--- config.mk ---
export PLATFORM = sky130hd
export DESIGN_NAME = gcr_top
export DESIGN_NICKNAME = d
export VERILOG_FILES = /design/src/gcr_pkg.sv /design/src/gcr_top.sv
export SDC_FILE = /design/constraint.sdc
export NUM_CORES = 1
export LEC_CHECK = 0
export BUFFER_PORTS_ARGS = -buffer_cell sky130_fd_sc_hd__buf_2
export CAP_MARGIN = 20
export CORE_MARGIN = 4
export CORE_UTILIZATION = 35
export DETAILED_ROUTE_END_ITERATION = 12
export HOLD_SLACK_MARGIN = 0.03
export PLACE_DENSITY = 0.67
export RECOVER_POWER = 50
export SYNTH_ARGS = -nofsm -noshare
export SYNTH_HDL_FRONTEND = slang
export SYNTH_SLANG_ARGS = --single-unit
--- constraint.sdc ---
create_clock -name i_sys_clk -period 2.5 [get_ports i_sys_clk]
set_input_delay 0.25 -clock i_sys_clk [delete_from_list [all_inputs] [get_ports i_sys_clk]]
set_output_delay 0.25 -clock i_sys_clk [all_outputs]
set_load 0.03 [all_outputs]
--- src/gcr_pkg.sv ---
package gcr_pkg;
    // Register indices; byte address is four times the index
    localparam logic [5:0] IDX_CMD  = 6'h00;
    localparam logic [5:0] IDX_OPT1 = 6'h01;
    localparam logic [5:0] IDX_OPT2 = 6'h02;
    localparam logic [5:0] IDX_POSA = 6'h03;
    localparam logic [5:0] IDX_SPD  = 6'h04;
    localparam logic [5:0] IDX_FRC  = 6'h05;
    localparam logic [5:0] IDX_POSB = 6'h06;
    localparam logic [5:0] IDX_POSS = 6'h0c;
    localparam logic [5:0] IDX_STAT = 6'h10;

    localparam int CMD_ACT  = 0;
    localparam int CMD_MOD  = 1;
    localparam int CMD_GTO  = 3;
    localparam int CMD_ATR  = 4;
    localparam int OPT_ICF  = 2;
    localparam int OPT_ICS  = 3;
    localparam logic [7:0] CMD_MASK = 8'h1f;
    localparam logic [7:0] OPT_MASK = 8'h0c;
    localparam logic [7:0] REG_RST  = 8'h00;

    localparam logic [1:0] MODE_BASIC   = 2'h0;
    localparam logic [1:0] MODE_PINCH   = 2'h1;
    localparam logic [1:0] MODE_WIDE    = 2'h2;
    localparam logic [1:0] MODE_SCISSOR = 2'h3;

    localparam int CLK_PERIOD_NS = 10;
    localparam int BLANK_NS      = 1000;
    localparam int BLANK_CYC     =
        (BLANK_NS + CLK_PERIOD_NS - 1) / CLK_PERIOD_NS;

    localparam logic [2:0] HSIZE_WORD = 3'h2;

    typedef enum logic [2:0] {
        ST_RESET   = 3'h0,
        ST_CALIB   = 3'h1,
        ST_OPEN    = 3'h3,
        ST_SETMODE = 3'h2,
        ST_READY   = 3'h6,
        ST_RELEASE = 3'h7,
        ST_FAULT   = 3'h5
    } gcr_state_t;
endpackage

--- src/gcr_top.sv ---
`timescale 1ns/100ps
module gcr_top #(
    parameter int         AW       = 8,
    parameter logic [7:0] POS_LO   = 8'h03,
    parameter logic [7:0] POS_HI   = 8'hf0,
    parameter logic [7:0] SCI_HI   = 8'hc0,
    parameter logic [8:0] CUR_BASE = 9'h020
) (
    input  wire logic          i_sys_clk,
    input  wire logic          i_nrst,
    input  wire logic          i_hsel,
    input  wire logic [AW-1:0] i_haddr,
    input  wire logic [1:0]    i_htrans,
    input  wire logic          i_hwrite,
    input  wire logic [2:0]    i_hsize,
    input  wire logic [31:0]   i_hwdata,
    input  wire logic          i_hready,
    output logic               o_hreadyout,
    output logic               o_hresp,
    output logic [31:0]        o_hrdata,
    input  wire logic          i_axes_done,
    input  wire logic          i_over_current,
    output logic               o_go,
    output logic               o_calibrate,
    output logic               o_open_all,
    output logic               o_slow,
    output logic [1:0]         o_mode,
    output logic               o_sci_indep,
    output logic [7:0]         o_pos_a,
    output logic [7:0]         o_pos_b,
    output logic [7:0]         o_pos_c,
    output logic [7:0]         o_pos_s,
    output logic [7:0]         o_speed,
    output logic [8:0]         o_cur_lim,
    output logic               o_fault,
    output logic               o_obj_det
);
    gcr_pkg::gcr_state_t st_r, st_nxt;
    logic [7:0] cmd_r, opt_r, posa_r, spd_r, frc_r, posb_r, poss_r;
    logic [1:0] cur_mode_r, s1_r, s2_r, s3_r, flt_r;
    logic [5:0] wa_r, ra_r;
    logic       wr_pend_r, rd_pend_r, rdy_r;
    logic [31:0] rdata_r;
    logic       armed_r, step_done, stop_r, stop_nxt, go_r, go_nxt;
    logic [7:0] blank_r;
    logic       calib_r, open_r, slow_r, sci_r, fault_r;
    logic [1:0] mode_r;
    logic [7:0] pa_r, pb_r, pc_r, ps_r, spo_r;
    logic [8:0] cur_r;
    logic       act, gto, atr, icf, ics, pf, acc;
    logic [1:0] mode_req;

    assign act      = cmd_r[gcr_pkg::CMD_ACT];
    assign gto      = cmd_r[gcr_pkg::CMD_GTO];
    assign atr      = cmd_r[gcr_pkg::CMD_ATR];
    assign mode_req = cmd_r[gcr_pkg::CMD_MOD +: 2];
    assign icf      = opt_r[gcr_pkg::OPT_ICF];
    assign ics      = opt_r[gcr_pkg::OPT_ICS];

    function automatic logic [7:0] clamp(input logic [7:0] v,
                                         input logic [7:0] hi);
        if (v < POS_LO)
            return POS_LO;
        else if (v > hi)
            return hi;
        return v;
    endfunction

    // AHB-Lite slave: writes zero-wait, reads take one wait state so
    // a read right after a write returns the new value
    assign acc = i_hsel & i_htrans[1] & i_hready;

    always_ff @(posedge i_sys_clk) begin
        if (!i_nrst) begin
            wr_pend_r <= 1'b0;
            rd_pend_r <= 1'b0;
            rdy_r     <= 1'b1;
            wa_r      <= 6'h00;
            ra_r      <= 6'h00;
        end else begin
            wr_pend_r <= acc & i_hwrite & (i_hsize == gcr_pkg::HSIZE_WORD);
            rd_pend_r <= acc & ~i_hwrite;
            rdy_r     <= ~(acc & ~i_hwrite);
            if (acc) begin
                wa_r <= i_haddr[7:2];
                ra_r <= i_haddr[7:2];
            end
        end
    end

    always_ff @(posedge i_sys_clk) begin
        if (!i_nrst) begin
            rdata_r <= 32'h0;
        end else if (rd_pend_r) begin
            case (ra_r)
                gcr_pkg::IDX_CMD:  rdata_r <= {24'h0, cmd_r};
                gcr_pkg::IDX_OPT1: rdata_r <= {24'h0, opt_r};
                gcr_pkg::IDX_POSA: rdata_r <= {24'h0, posa_r};
                gcr_pkg::IDX_SPD:  rdata_r <= {24'h0, spd_r};
                gcr_pkg::IDX_FRC:  rdata_r <= {24'h0, frc_r};
                gcr_pkg::IDX_POSB: rdata_r <= {24'h0, posb_r};
                gcr_pkg::IDX_POSS: rdata_r <= {24'h0, poss_r};
                gcr_pkg::IDX_STAT: rdata_r <= {25'h0, stop_r, fault_r,
                                               cur_mode_r, st_r};
                default:           rdata_r <= 32'h0;
            endcase
        end
    end

    // Reserved bits are masked off; the reserved byte stores nothing
    always_ff @(posedge i_sys_clk) begin
        if (!i_nrst) begin
            cmd_r  <= gcr_pkg::REG_RST;
            opt_r  <= gcr_pkg::REG_RST;
            posa_r <= gcr_pkg::REG_RST;
            spd_r  <= gcr_pkg::REG_RST;
            frc_r  <= gcr_pkg::REG_RST;
            posb_r <= gcr_pkg::REG_RST;
            poss_r <= gcr_pkg::REG_RST;
        end else if (wr_pend_r) begin
            case (wa_r)
                gcr_pkg::IDX_CMD:  cmd_r  <= i_hwdata[7:0] & gcr_pkg::CMD_MASK;
                gcr_pkg::IDX_OPT1: opt_r  <= i_hwdata[7:0] & gcr_pkg::OPT_MASK;
                gcr_pkg::IDX_POSA: posa_r <= i_hwdata[7:0];
                gcr_pkg::IDX_SPD:  spd_r  <= i_hwdata[7:0];
                gcr_pkg::IDX_FRC:  frc_r  <= i_hwdata[7:0];
                gcr_pkg::IDX_POSB: posb_r <= i_hwdata[7:0];
                gcr_pkg::IDX_POSS: poss_r <= i_hwdata[7:0];
                default: ;
            endcase
        end
    end

    // Mechanism inputs: three stages, a change counts once 2 and 3 agree
    always_ff @(posedge i_sys_clk) begin
        if (!i_nrst) begin
            s1_r  <= 2'h0;
            s2_r  <= 2'h0;
            s3_r  <= 2'h0;
            flt_r <= 2'h0;
        end else begin
            s1_r  <= {i_over_current, i_axes_done};
            s2_r  <= s1_r;
            s3_r  <= s2_r;
            flt_r <= (s2_r & s3_r) | (flt_r & (s2_r | s3_r));
        end
    end

    // A step ends only after done was seen low inside it, so a stale
    // done from the previous move cannot end the next one early
    assign step_done = armed_r & flt_r[0];

    always_ff @(posedge i_sys_clk) begin
        if (!i_nrst)
            armed_r <= 1'b0;
        else if (st_nxt != st_r)
            armed_r <= 1'b0;
        else
            armed_r <= armed_r | ~flt_r[0];
    end

    always_comb begin
        st_nxt = st_r;
        if (!act) begin
            st_nxt = gcr_pkg::ST_RESET;
        end else if (atr && st_r != gcr_pkg::ST_FAULT &&
                     st_r != gcr_pkg::ST_RELEASE) begin
            st_nxt = gcr_pkg::ST_RELEASE;
        end else begin
            case (st_r)
                gcr_pkg::ST_RESET:   st_nxt = gcr_pkg::ST_CALIB;
                gcr_pkg::ST_CALIB:
                    if (step_done) st_nxt = gcr_pkg::ST_SETMODE;
                gcr_pkg::ST_READY:
                    if (!ics && mode_req != cur_mode_r)
                        st_nxt = gcr_pkg::ST_OPEN;
                gcr_pkg::ST_OPEN:
                    if (step_done) st_nxt = gcr_pkg::ST_SETMODE;
                gcr_pkg::ST_SETMODE:
                    if (step_done) st_nxt = gcr_pkg::ST_READY;
                gcr_pkg::ST_RELEASE:
                    if (step_done) st_nxt = gcr_pkg::ST_FAULT;
                gcr_pkg::ST_FAULT:   st_nxt = gcr_pkg::ST_FAULT;
                default:             st_nxt = gcr_pkg::ST_RESET;
            endcase
        end
    end

    always_ff @(posedge i_sys_clk) begin
        if (!i_nrst)
            st_r <= gcr_pkg::ST_RESET;
        else
            st_r <= st_nxt;
    end

    // Mode only changes on leaving the set-mode step
    always_ff @(posedge i_sys_clk) begin
        if (!i_nrst)
            cur_mode_r <= gcr_pkg::MODE_BASIC;
        else if (st_r == gcr_pkg::ST_SETMODE && step_done && !ics)
            cur_mode_r <= mode_req;
    end

    // Contact stop: set wins over clearing by go-to low
    assign stop_nxt = (go_r & flt_r[1] & (blank_r == 8'h00)) |
                      (stop_r & act & gto);
    // Speed never enters here, so a speed write cannot start motion
    assign go_nxt = (st_nxt == gcr_pkg::ST_READY) & gto & ~stop_nxt;

    always_ff @(posedge i_sys_clk) begin
        if (!i_nrst) begin
            stop_r <= 1'b0;
            go_r   <= 1'b0;
        end else begin
            stop_r <= stop_nxt;
            go_r   <= go_nxt;
        end
    end

    // Inrush at motion start would trip the limit at once
    always_ff @(posedge i_sys_clk) begin
        if (!i_nrst)
            blank_r <= 8'h00;
        else if (go_nxt && !go_r)
            blank_r <= 8'(gcr_pkg::BLANK_CYC);
        else if (blank_r != 8'h00)
            blank_r <= blank_r - 8'h01;
    end

    assign pf = icf & ~(cur_mode_r == gcr_pkg::MODE_SCISSOR & ~ics);

    always_ff @(posedge i_sys_clk) begin
        if (!i_nrst) begin
            calib_r <= 1'b0;
            open_r  <= 1'b0;
            slow_r  <= 1'b0;
            fault_r <= 1'b0;
            mode_r  <= gcr_pkg::MODE_BASIC;
        end else begin
            calib_r <= st_nxt == gcr_pkg::ST_CALIB;
            open_r  <= st_nxt == gcr_pkg::ST_OPEN ||
                       st_nxt == gcr_pkg::ST_RELEASE;
            slow_r  <= st_nxt == gcr_pkg::ST_RELEASE;
            fault_r <= st_nxt == gcr_pkg::ST_FAULT;
            mode_r  <= (st_nxt == gcr_pkg::ST_SETMODE && !ics) ?
                       mode_req : cur_mode_r;
        end
    end

    always_ff @(posedge i_sys_clk) begin
        if (!i_nrst) begin
            sci_r <= 1'b0;
            pa_r  <= POS_LO;
            pb_r  <= POS_LO;
            pc_r  <= POS_LO;
            ps_r  <= POS_LO;
            spo_r <= 8'h00;
            cur_r <= CUR_BASE;
        end else begin
            sci_r <= ics;
            pa_r  <= clamp(posa_r, POS_HI);
            pb_r  <= clamp(pf ? posb_r : posa_r, POS_HI);
            pc_r  <= clamp(posa_r, POS_HI);
            ps_r  <= clamp(poss_r, SCI_HI);
            spo_r <= spd_r;
            cur_r <= 9'(CUR_BASE + {1'b0, frc_r});
        end
    end

    assign o_hreadyout = rdy_r;
    assign o_hresp     = 1'b0;
    assign o_hrdata    = rdata_r;
    assign o_go        = go_r;
    assign o_calibrate = calib_r;
    assign o_open_all  = open_r;
    assign o_slow      = slow_r;
    assign o_mode      = mode_r;
    assign o_sci_indep = sci_r;
    assign o_pos_a     = pa_r;
    assign o_pos_b     = pb_r;
    assign o_pos_c     = pc_r;
    assign o_pos_s     = ps_r;
    assign o_speed     = spo_r;
    assign o_cur_lim   = cur_r;
    assign o_fault     = fault_r;
    assign o_obj_det   = stop_r;
endmodule

Word-level counts from Yosys, hierarchy flattened

Index checks and enable logic that the tools add are counted.

Register bits: 160
Bits in latches: 0
RAM bits: 0
Bits in read-only memories: 0
Bits of input ports: 52
Word-level logic and storage cells: 149
Memories kept: 0

$add $sub $neg: 2
Multiply operators: 0
Divide/modulo/power cells: 0
Order comparisons: 6
Equality and inequality tests: 25
Shift operators: 0
Muxes and demuxes: 30
Bitwise operators: 27
Reductions and logical operators: 25

Operator list:

| cell                  | number |
|---|---|
| $mux W8               | 10 |
| $pmux W8 S8           | 1 |
| $gt A8 B8 Y1 const B  | 3 |
| $lt A8 B2 Y1 const B  | 3 |
| $eq A3 B3 Y1 const B  | 6 |
| $eq A6 B3 Y1 const B  | 3 |
| $mux W3               | 6 |
| $pmux W3 S6           | 1 |
| $eq A3 B2 Y1 const B  | 5 |
| $and A1 B1 Y1         | 14 |
| $mux W7               | 2 |
| $reduce_and A2 Y1     | 7 |
| $add A6 B8 Y9 const A | 1 |
| $mux W1               | 9 |
| $logic_not A8 Y1      | 1 |
| $reduce_bool A8 Y1    | 1 |
| $sub A8 B1 Y8 const B | 1 |
| $logic_and A1 B1 Y1   | 7 |
| $not A1 Y1            | 7 |
| $eq A3 B1 Y1 const B  | 2 |
| $eq A6 B1 Y1 const B  | 1 |
| $eq A6 B2 Y1 const B  | 1 |
| $eq A6 B4 Y1 const B  | 1 |
| $eq A6 B5 Y1 const B  | 1 |
| other kinds (14)      | 21 |

Logic depth before layout (Yosys ltp)

Depth in word-level cells: 11
Depth in mapped cells: 7
Gate-level depth less buffers: 7

Worst setup path after synthesis

No wires, ideal clock.

Kind: reg-to-reg
Start point: register blank_r[0]
End point: register blank_r[6]
Data arrival time: 1665 ps
Data required time: 2426 ps
Slack: 760 ps
Cell stages (with the launch flop): 6
Buffers on the path: 0
Path through: dfxtp_1 inv_1 ha_1 or4b_4 or4b_1 a31oi_1

Cells in the longest elaborated chain, start to end: 7
Elaborated cells on any way between the ends: 11
Those cells by class: 1 x add/sub; 2 x mux; 4 x bitwise; 4 x reduce/logical

Ends and longest elaborated chain:

| element                                                               | line           | RTL |
|---|---|---|
| start: declaration                                                    | gcr_top.sv:45  | `logic [7:0] blank_r;` |
| start signal: assignment                                              | gcr_top.sv:225 | `blank_r <= 8'(gcr_pkg::BLANK_CYC);` |
| start signal: assignment                                              | gcr_top.sv:227 | `blank_r <= blank_r - 8'h01;` |
| parallel branches: the longest is 7 deep, another holds $sub A8 B1 Y8 | --             |  |

Parallel ways; which one is timed is not known. The select of a mux whose other input is x is not followed.
A chain may end at the register's enable or synchronous reset.

Worst setup path in the final report

Start point: register blank_r[0]
End point: register blank_r[5]

The elaborated chain is that of the path after synthesis.

==> flow_summary.toml <==
[run_status]
status = "finished, violations left"
violations = "max-capacitance violations, max-slew violations"

[cells_and_area]
largest_reg_flops = 9
final_common_cell = "dfxtp_1"
drive_gt1_frac = 0.115
layout_common_cells = "136 x dfxtp_1, 72 x nand2_1, 63 x clkbuf_1, 52 x nor2_1, 47 x mux2i_1"
final_cells = 940
fin_nets = 767
n_antenna_cell = 0
syn_to_final_growth_pct = 17.4

[die]
rows = 46
fp.dieArea_mm2 = 0.0185
die_h_um = 136
core_area_mm2 = 0.0160
die_w_um = 136
initial_core_util = 0.359
pin_count = 144

[timing]
skew_ns = 0.00653
min_period_ns = 1.97
worst_pin_slew_ns = 1.88
finalSetupTns_ns = 0
finalMaxSlewViolations = 45
fmax_ghz = 0.508
fin_ws_ns = 0.533
hold_viol = 0
setup_viol = 0
fin_crit_sh = 0.787
rsz0062_at_grt = "no"
max_slew_margin = -0.251

[logic_synthesis]
synth-xor-area-share = 0.00761
synth-seq-area-share = 0.473
netlist_instances = 630
syn_avg_cell_area_um2 = 9.13
synth_edf_count = 0
synthesis.area_mm2 = 0.00575
ys_warn_count = 0
yosysUniqueCellTypes = 66
synth_top_family_by_area = "simple AND/OR/NAND/NOR gates"
ys_seq_elements = 136
synthMuxAreaShare = 0.0857
synth-simple-area-share = 0.230
async_reset_ff_frac = 0
synth_compound_area_frac = 0.123
ys.flop_type = "dfxtp_1"
synth_fa_ha_area_frac = 0.00435

[power_and_ir_drop]
internal-power_uw = 3880
peakVddDrop_mv = 0.659
power_uw = 5090
power_frac_comb = 0.089
p_clk_frac = 0.464
power_frac_seq = 0.448
powerDensity_mw_per_mm2 = 754
p_sw_uw = 1220
sw_frac_of_total = 0.239
cellLeakagePower_uw = 0.00261

[critical_path]
worstReg2RegEnd = "blank_r[5]"
startpoint_type = "flip-flop"
crit_type = "reg -> reg"
reg2reg_slack_ns = 0.53
end_kind = "flip-flop"
cp.arrival_ns = 2.21
reg2regPathDepth = 7
crit_start = "blank_r[0]"
critical_path_required_ns = 2.74
timing.rr.start = "blank_r[0]"
cp-endpoint = "blank_r[5]"
path_max_fanout = 7

[drt]
drtIter0Drc = 281
drc = 0
firstDrtPassIters = 5
wl_per_cell_um = 15.0
dr_total_vias = 4590
ant_nets = 0
vias_per_cell = 4.88
wirelength_mm = 14.1

[job]
cap_violations = 1

[global_routing]
grt_util_all_layers = 0.154
grt_pass1_vias = 4127
antenna_found_initial = 0
grt_remaining_overflow = 0
grt_pass1_wl_mm = 22.0
grt_max_degree = 45

[placed_design]
post-place-ws_ns = 0.563
place.gp.congestion = 0.836
portBuffers = 91
placed_cells = 908
hpwl_mm = 10.1

[cts]
clockBufferDepth = 2
h-tree-depth = 4
clk_latency_ns = 0.42
clock-sinks = 136
cts_buffers = 17
ctsResizeCount = 0
clk_pin_slew_ns = 0.05
cts_tree = "built"
cts_setup_buffers = 0
hold_buffers = 2
root_buffer = "clkbuf_16"

[worst_hold_path]
worstHoldPathType = "in -> reg"
hold_start = "i_hwrite"
## cells by family (layout without fill, tap and decap cells)
logic type,count (synthesis),in the layout
muxes,49,49
and+or+nand+nor,251,251
AOI/OAI and AO/OA,112,112
adders and majority gates,2,2
DFF,136,136
xor gates and xnor gates,5,5
buffers and inverters,74,144
other,1,25
## metrics by stage
stage                     hold slack, ns   util  area (µm²)
after floorplan                    0.373      -        5840
after global placement             0.413  0.391        6260
after detailed placement           0.420  0.391        6260
after CTS                         0.0462  0.427        6840
after global routing              0.0512  0.422        6760
final                             0.0578  0.422        6760
## power groups by stage
stage	Sequential [µW]	Combinational, µW	Clock, µW
global route	2290	505	2500
finish	2280	451	2360
global placement	2320	444	0
CTS	2280	455	2400
detailed placement	2320	450	0
floorplan	2310	394	0
## worst min-delay path by stage
stage                  end  depth (start not counted)
2_1_floorplan  o_hreadyout                          1
3_3_place_gp       s2_r[1]                          1
3_5_place_dp       s2_r[0]                          1
4_1_cts        o_hreadyout                          2
5_1_grt        o_hreadyout                          2
6_report       o_hreadyout                          2
## critical path, cell delays in order, from the launching register on
cell and delay, ns:
dfxtp_1 0.31, inv_1 0.09, ha_1 0.22, or4b_4 0.52, nor4_4 0.35, nor3_1 0.10
a21oi_1 0.13, a21oi_1 0.07
## per-layer routing
layer,routed length [µm],share of wire,GRT usage,up-vias
met5,0,0,0,-
met4,214,0.015,0.0622,0
met3,903,0.064,0.0403,16
met2,6370,0.45,0.233,145
met1,6630,0.47,0.208,2122
li1,-,-,-,2307
## cell usage after synthesis, types with 5 or more instances
library cell | instances | area, µm²
dfxtp_1 | 136 | 2720
nand2_1 | 72 | 270
nor2_1 | 52 | 195
mux2i_1 | 47 | 470
a21oi_1 | 45 | 225
and2_1 | 35 | 219
buf_4 | 35 | 263
nand3_1 | 29 | 145
o21ai_0 | 20 | 100
clkbuf_1 | 18 | 67.6
nor3_1 | 11 | 55.1
buf_2 | 10 | 50.1
inv_1 | 9 | 33.8
and3_1 | 8 | 50.1
a31oi_1 | 6 | 37.5
nor2b_1 | 6 | 37.5
a211oi_1 | 5 | 37.5
a22oi_1 | 5 | 37.5
nand2b_1 | 5 | 31.3
o2bb2ai_1 | 5 | 43.8
xnor2_1 | 5 | 43.8
## area by class of cell
| cell class | instances | area [µm²] |
|---|---|---|
| Clock inverter | 8 | 100 |
| Timing Repair Buffer | 105 | 484 |
| Tap cell | 216 | 270 |
| Inverter | 9 | 33.8 |
| Multi-Input combinational cell | 444 | 2690 |
| Fill cell | 1648 | 9250 |
| Sequential cell | 136 | 2720 |
| Clock buffer | 22 | 454 |
(Power assumes the default switching activity.)
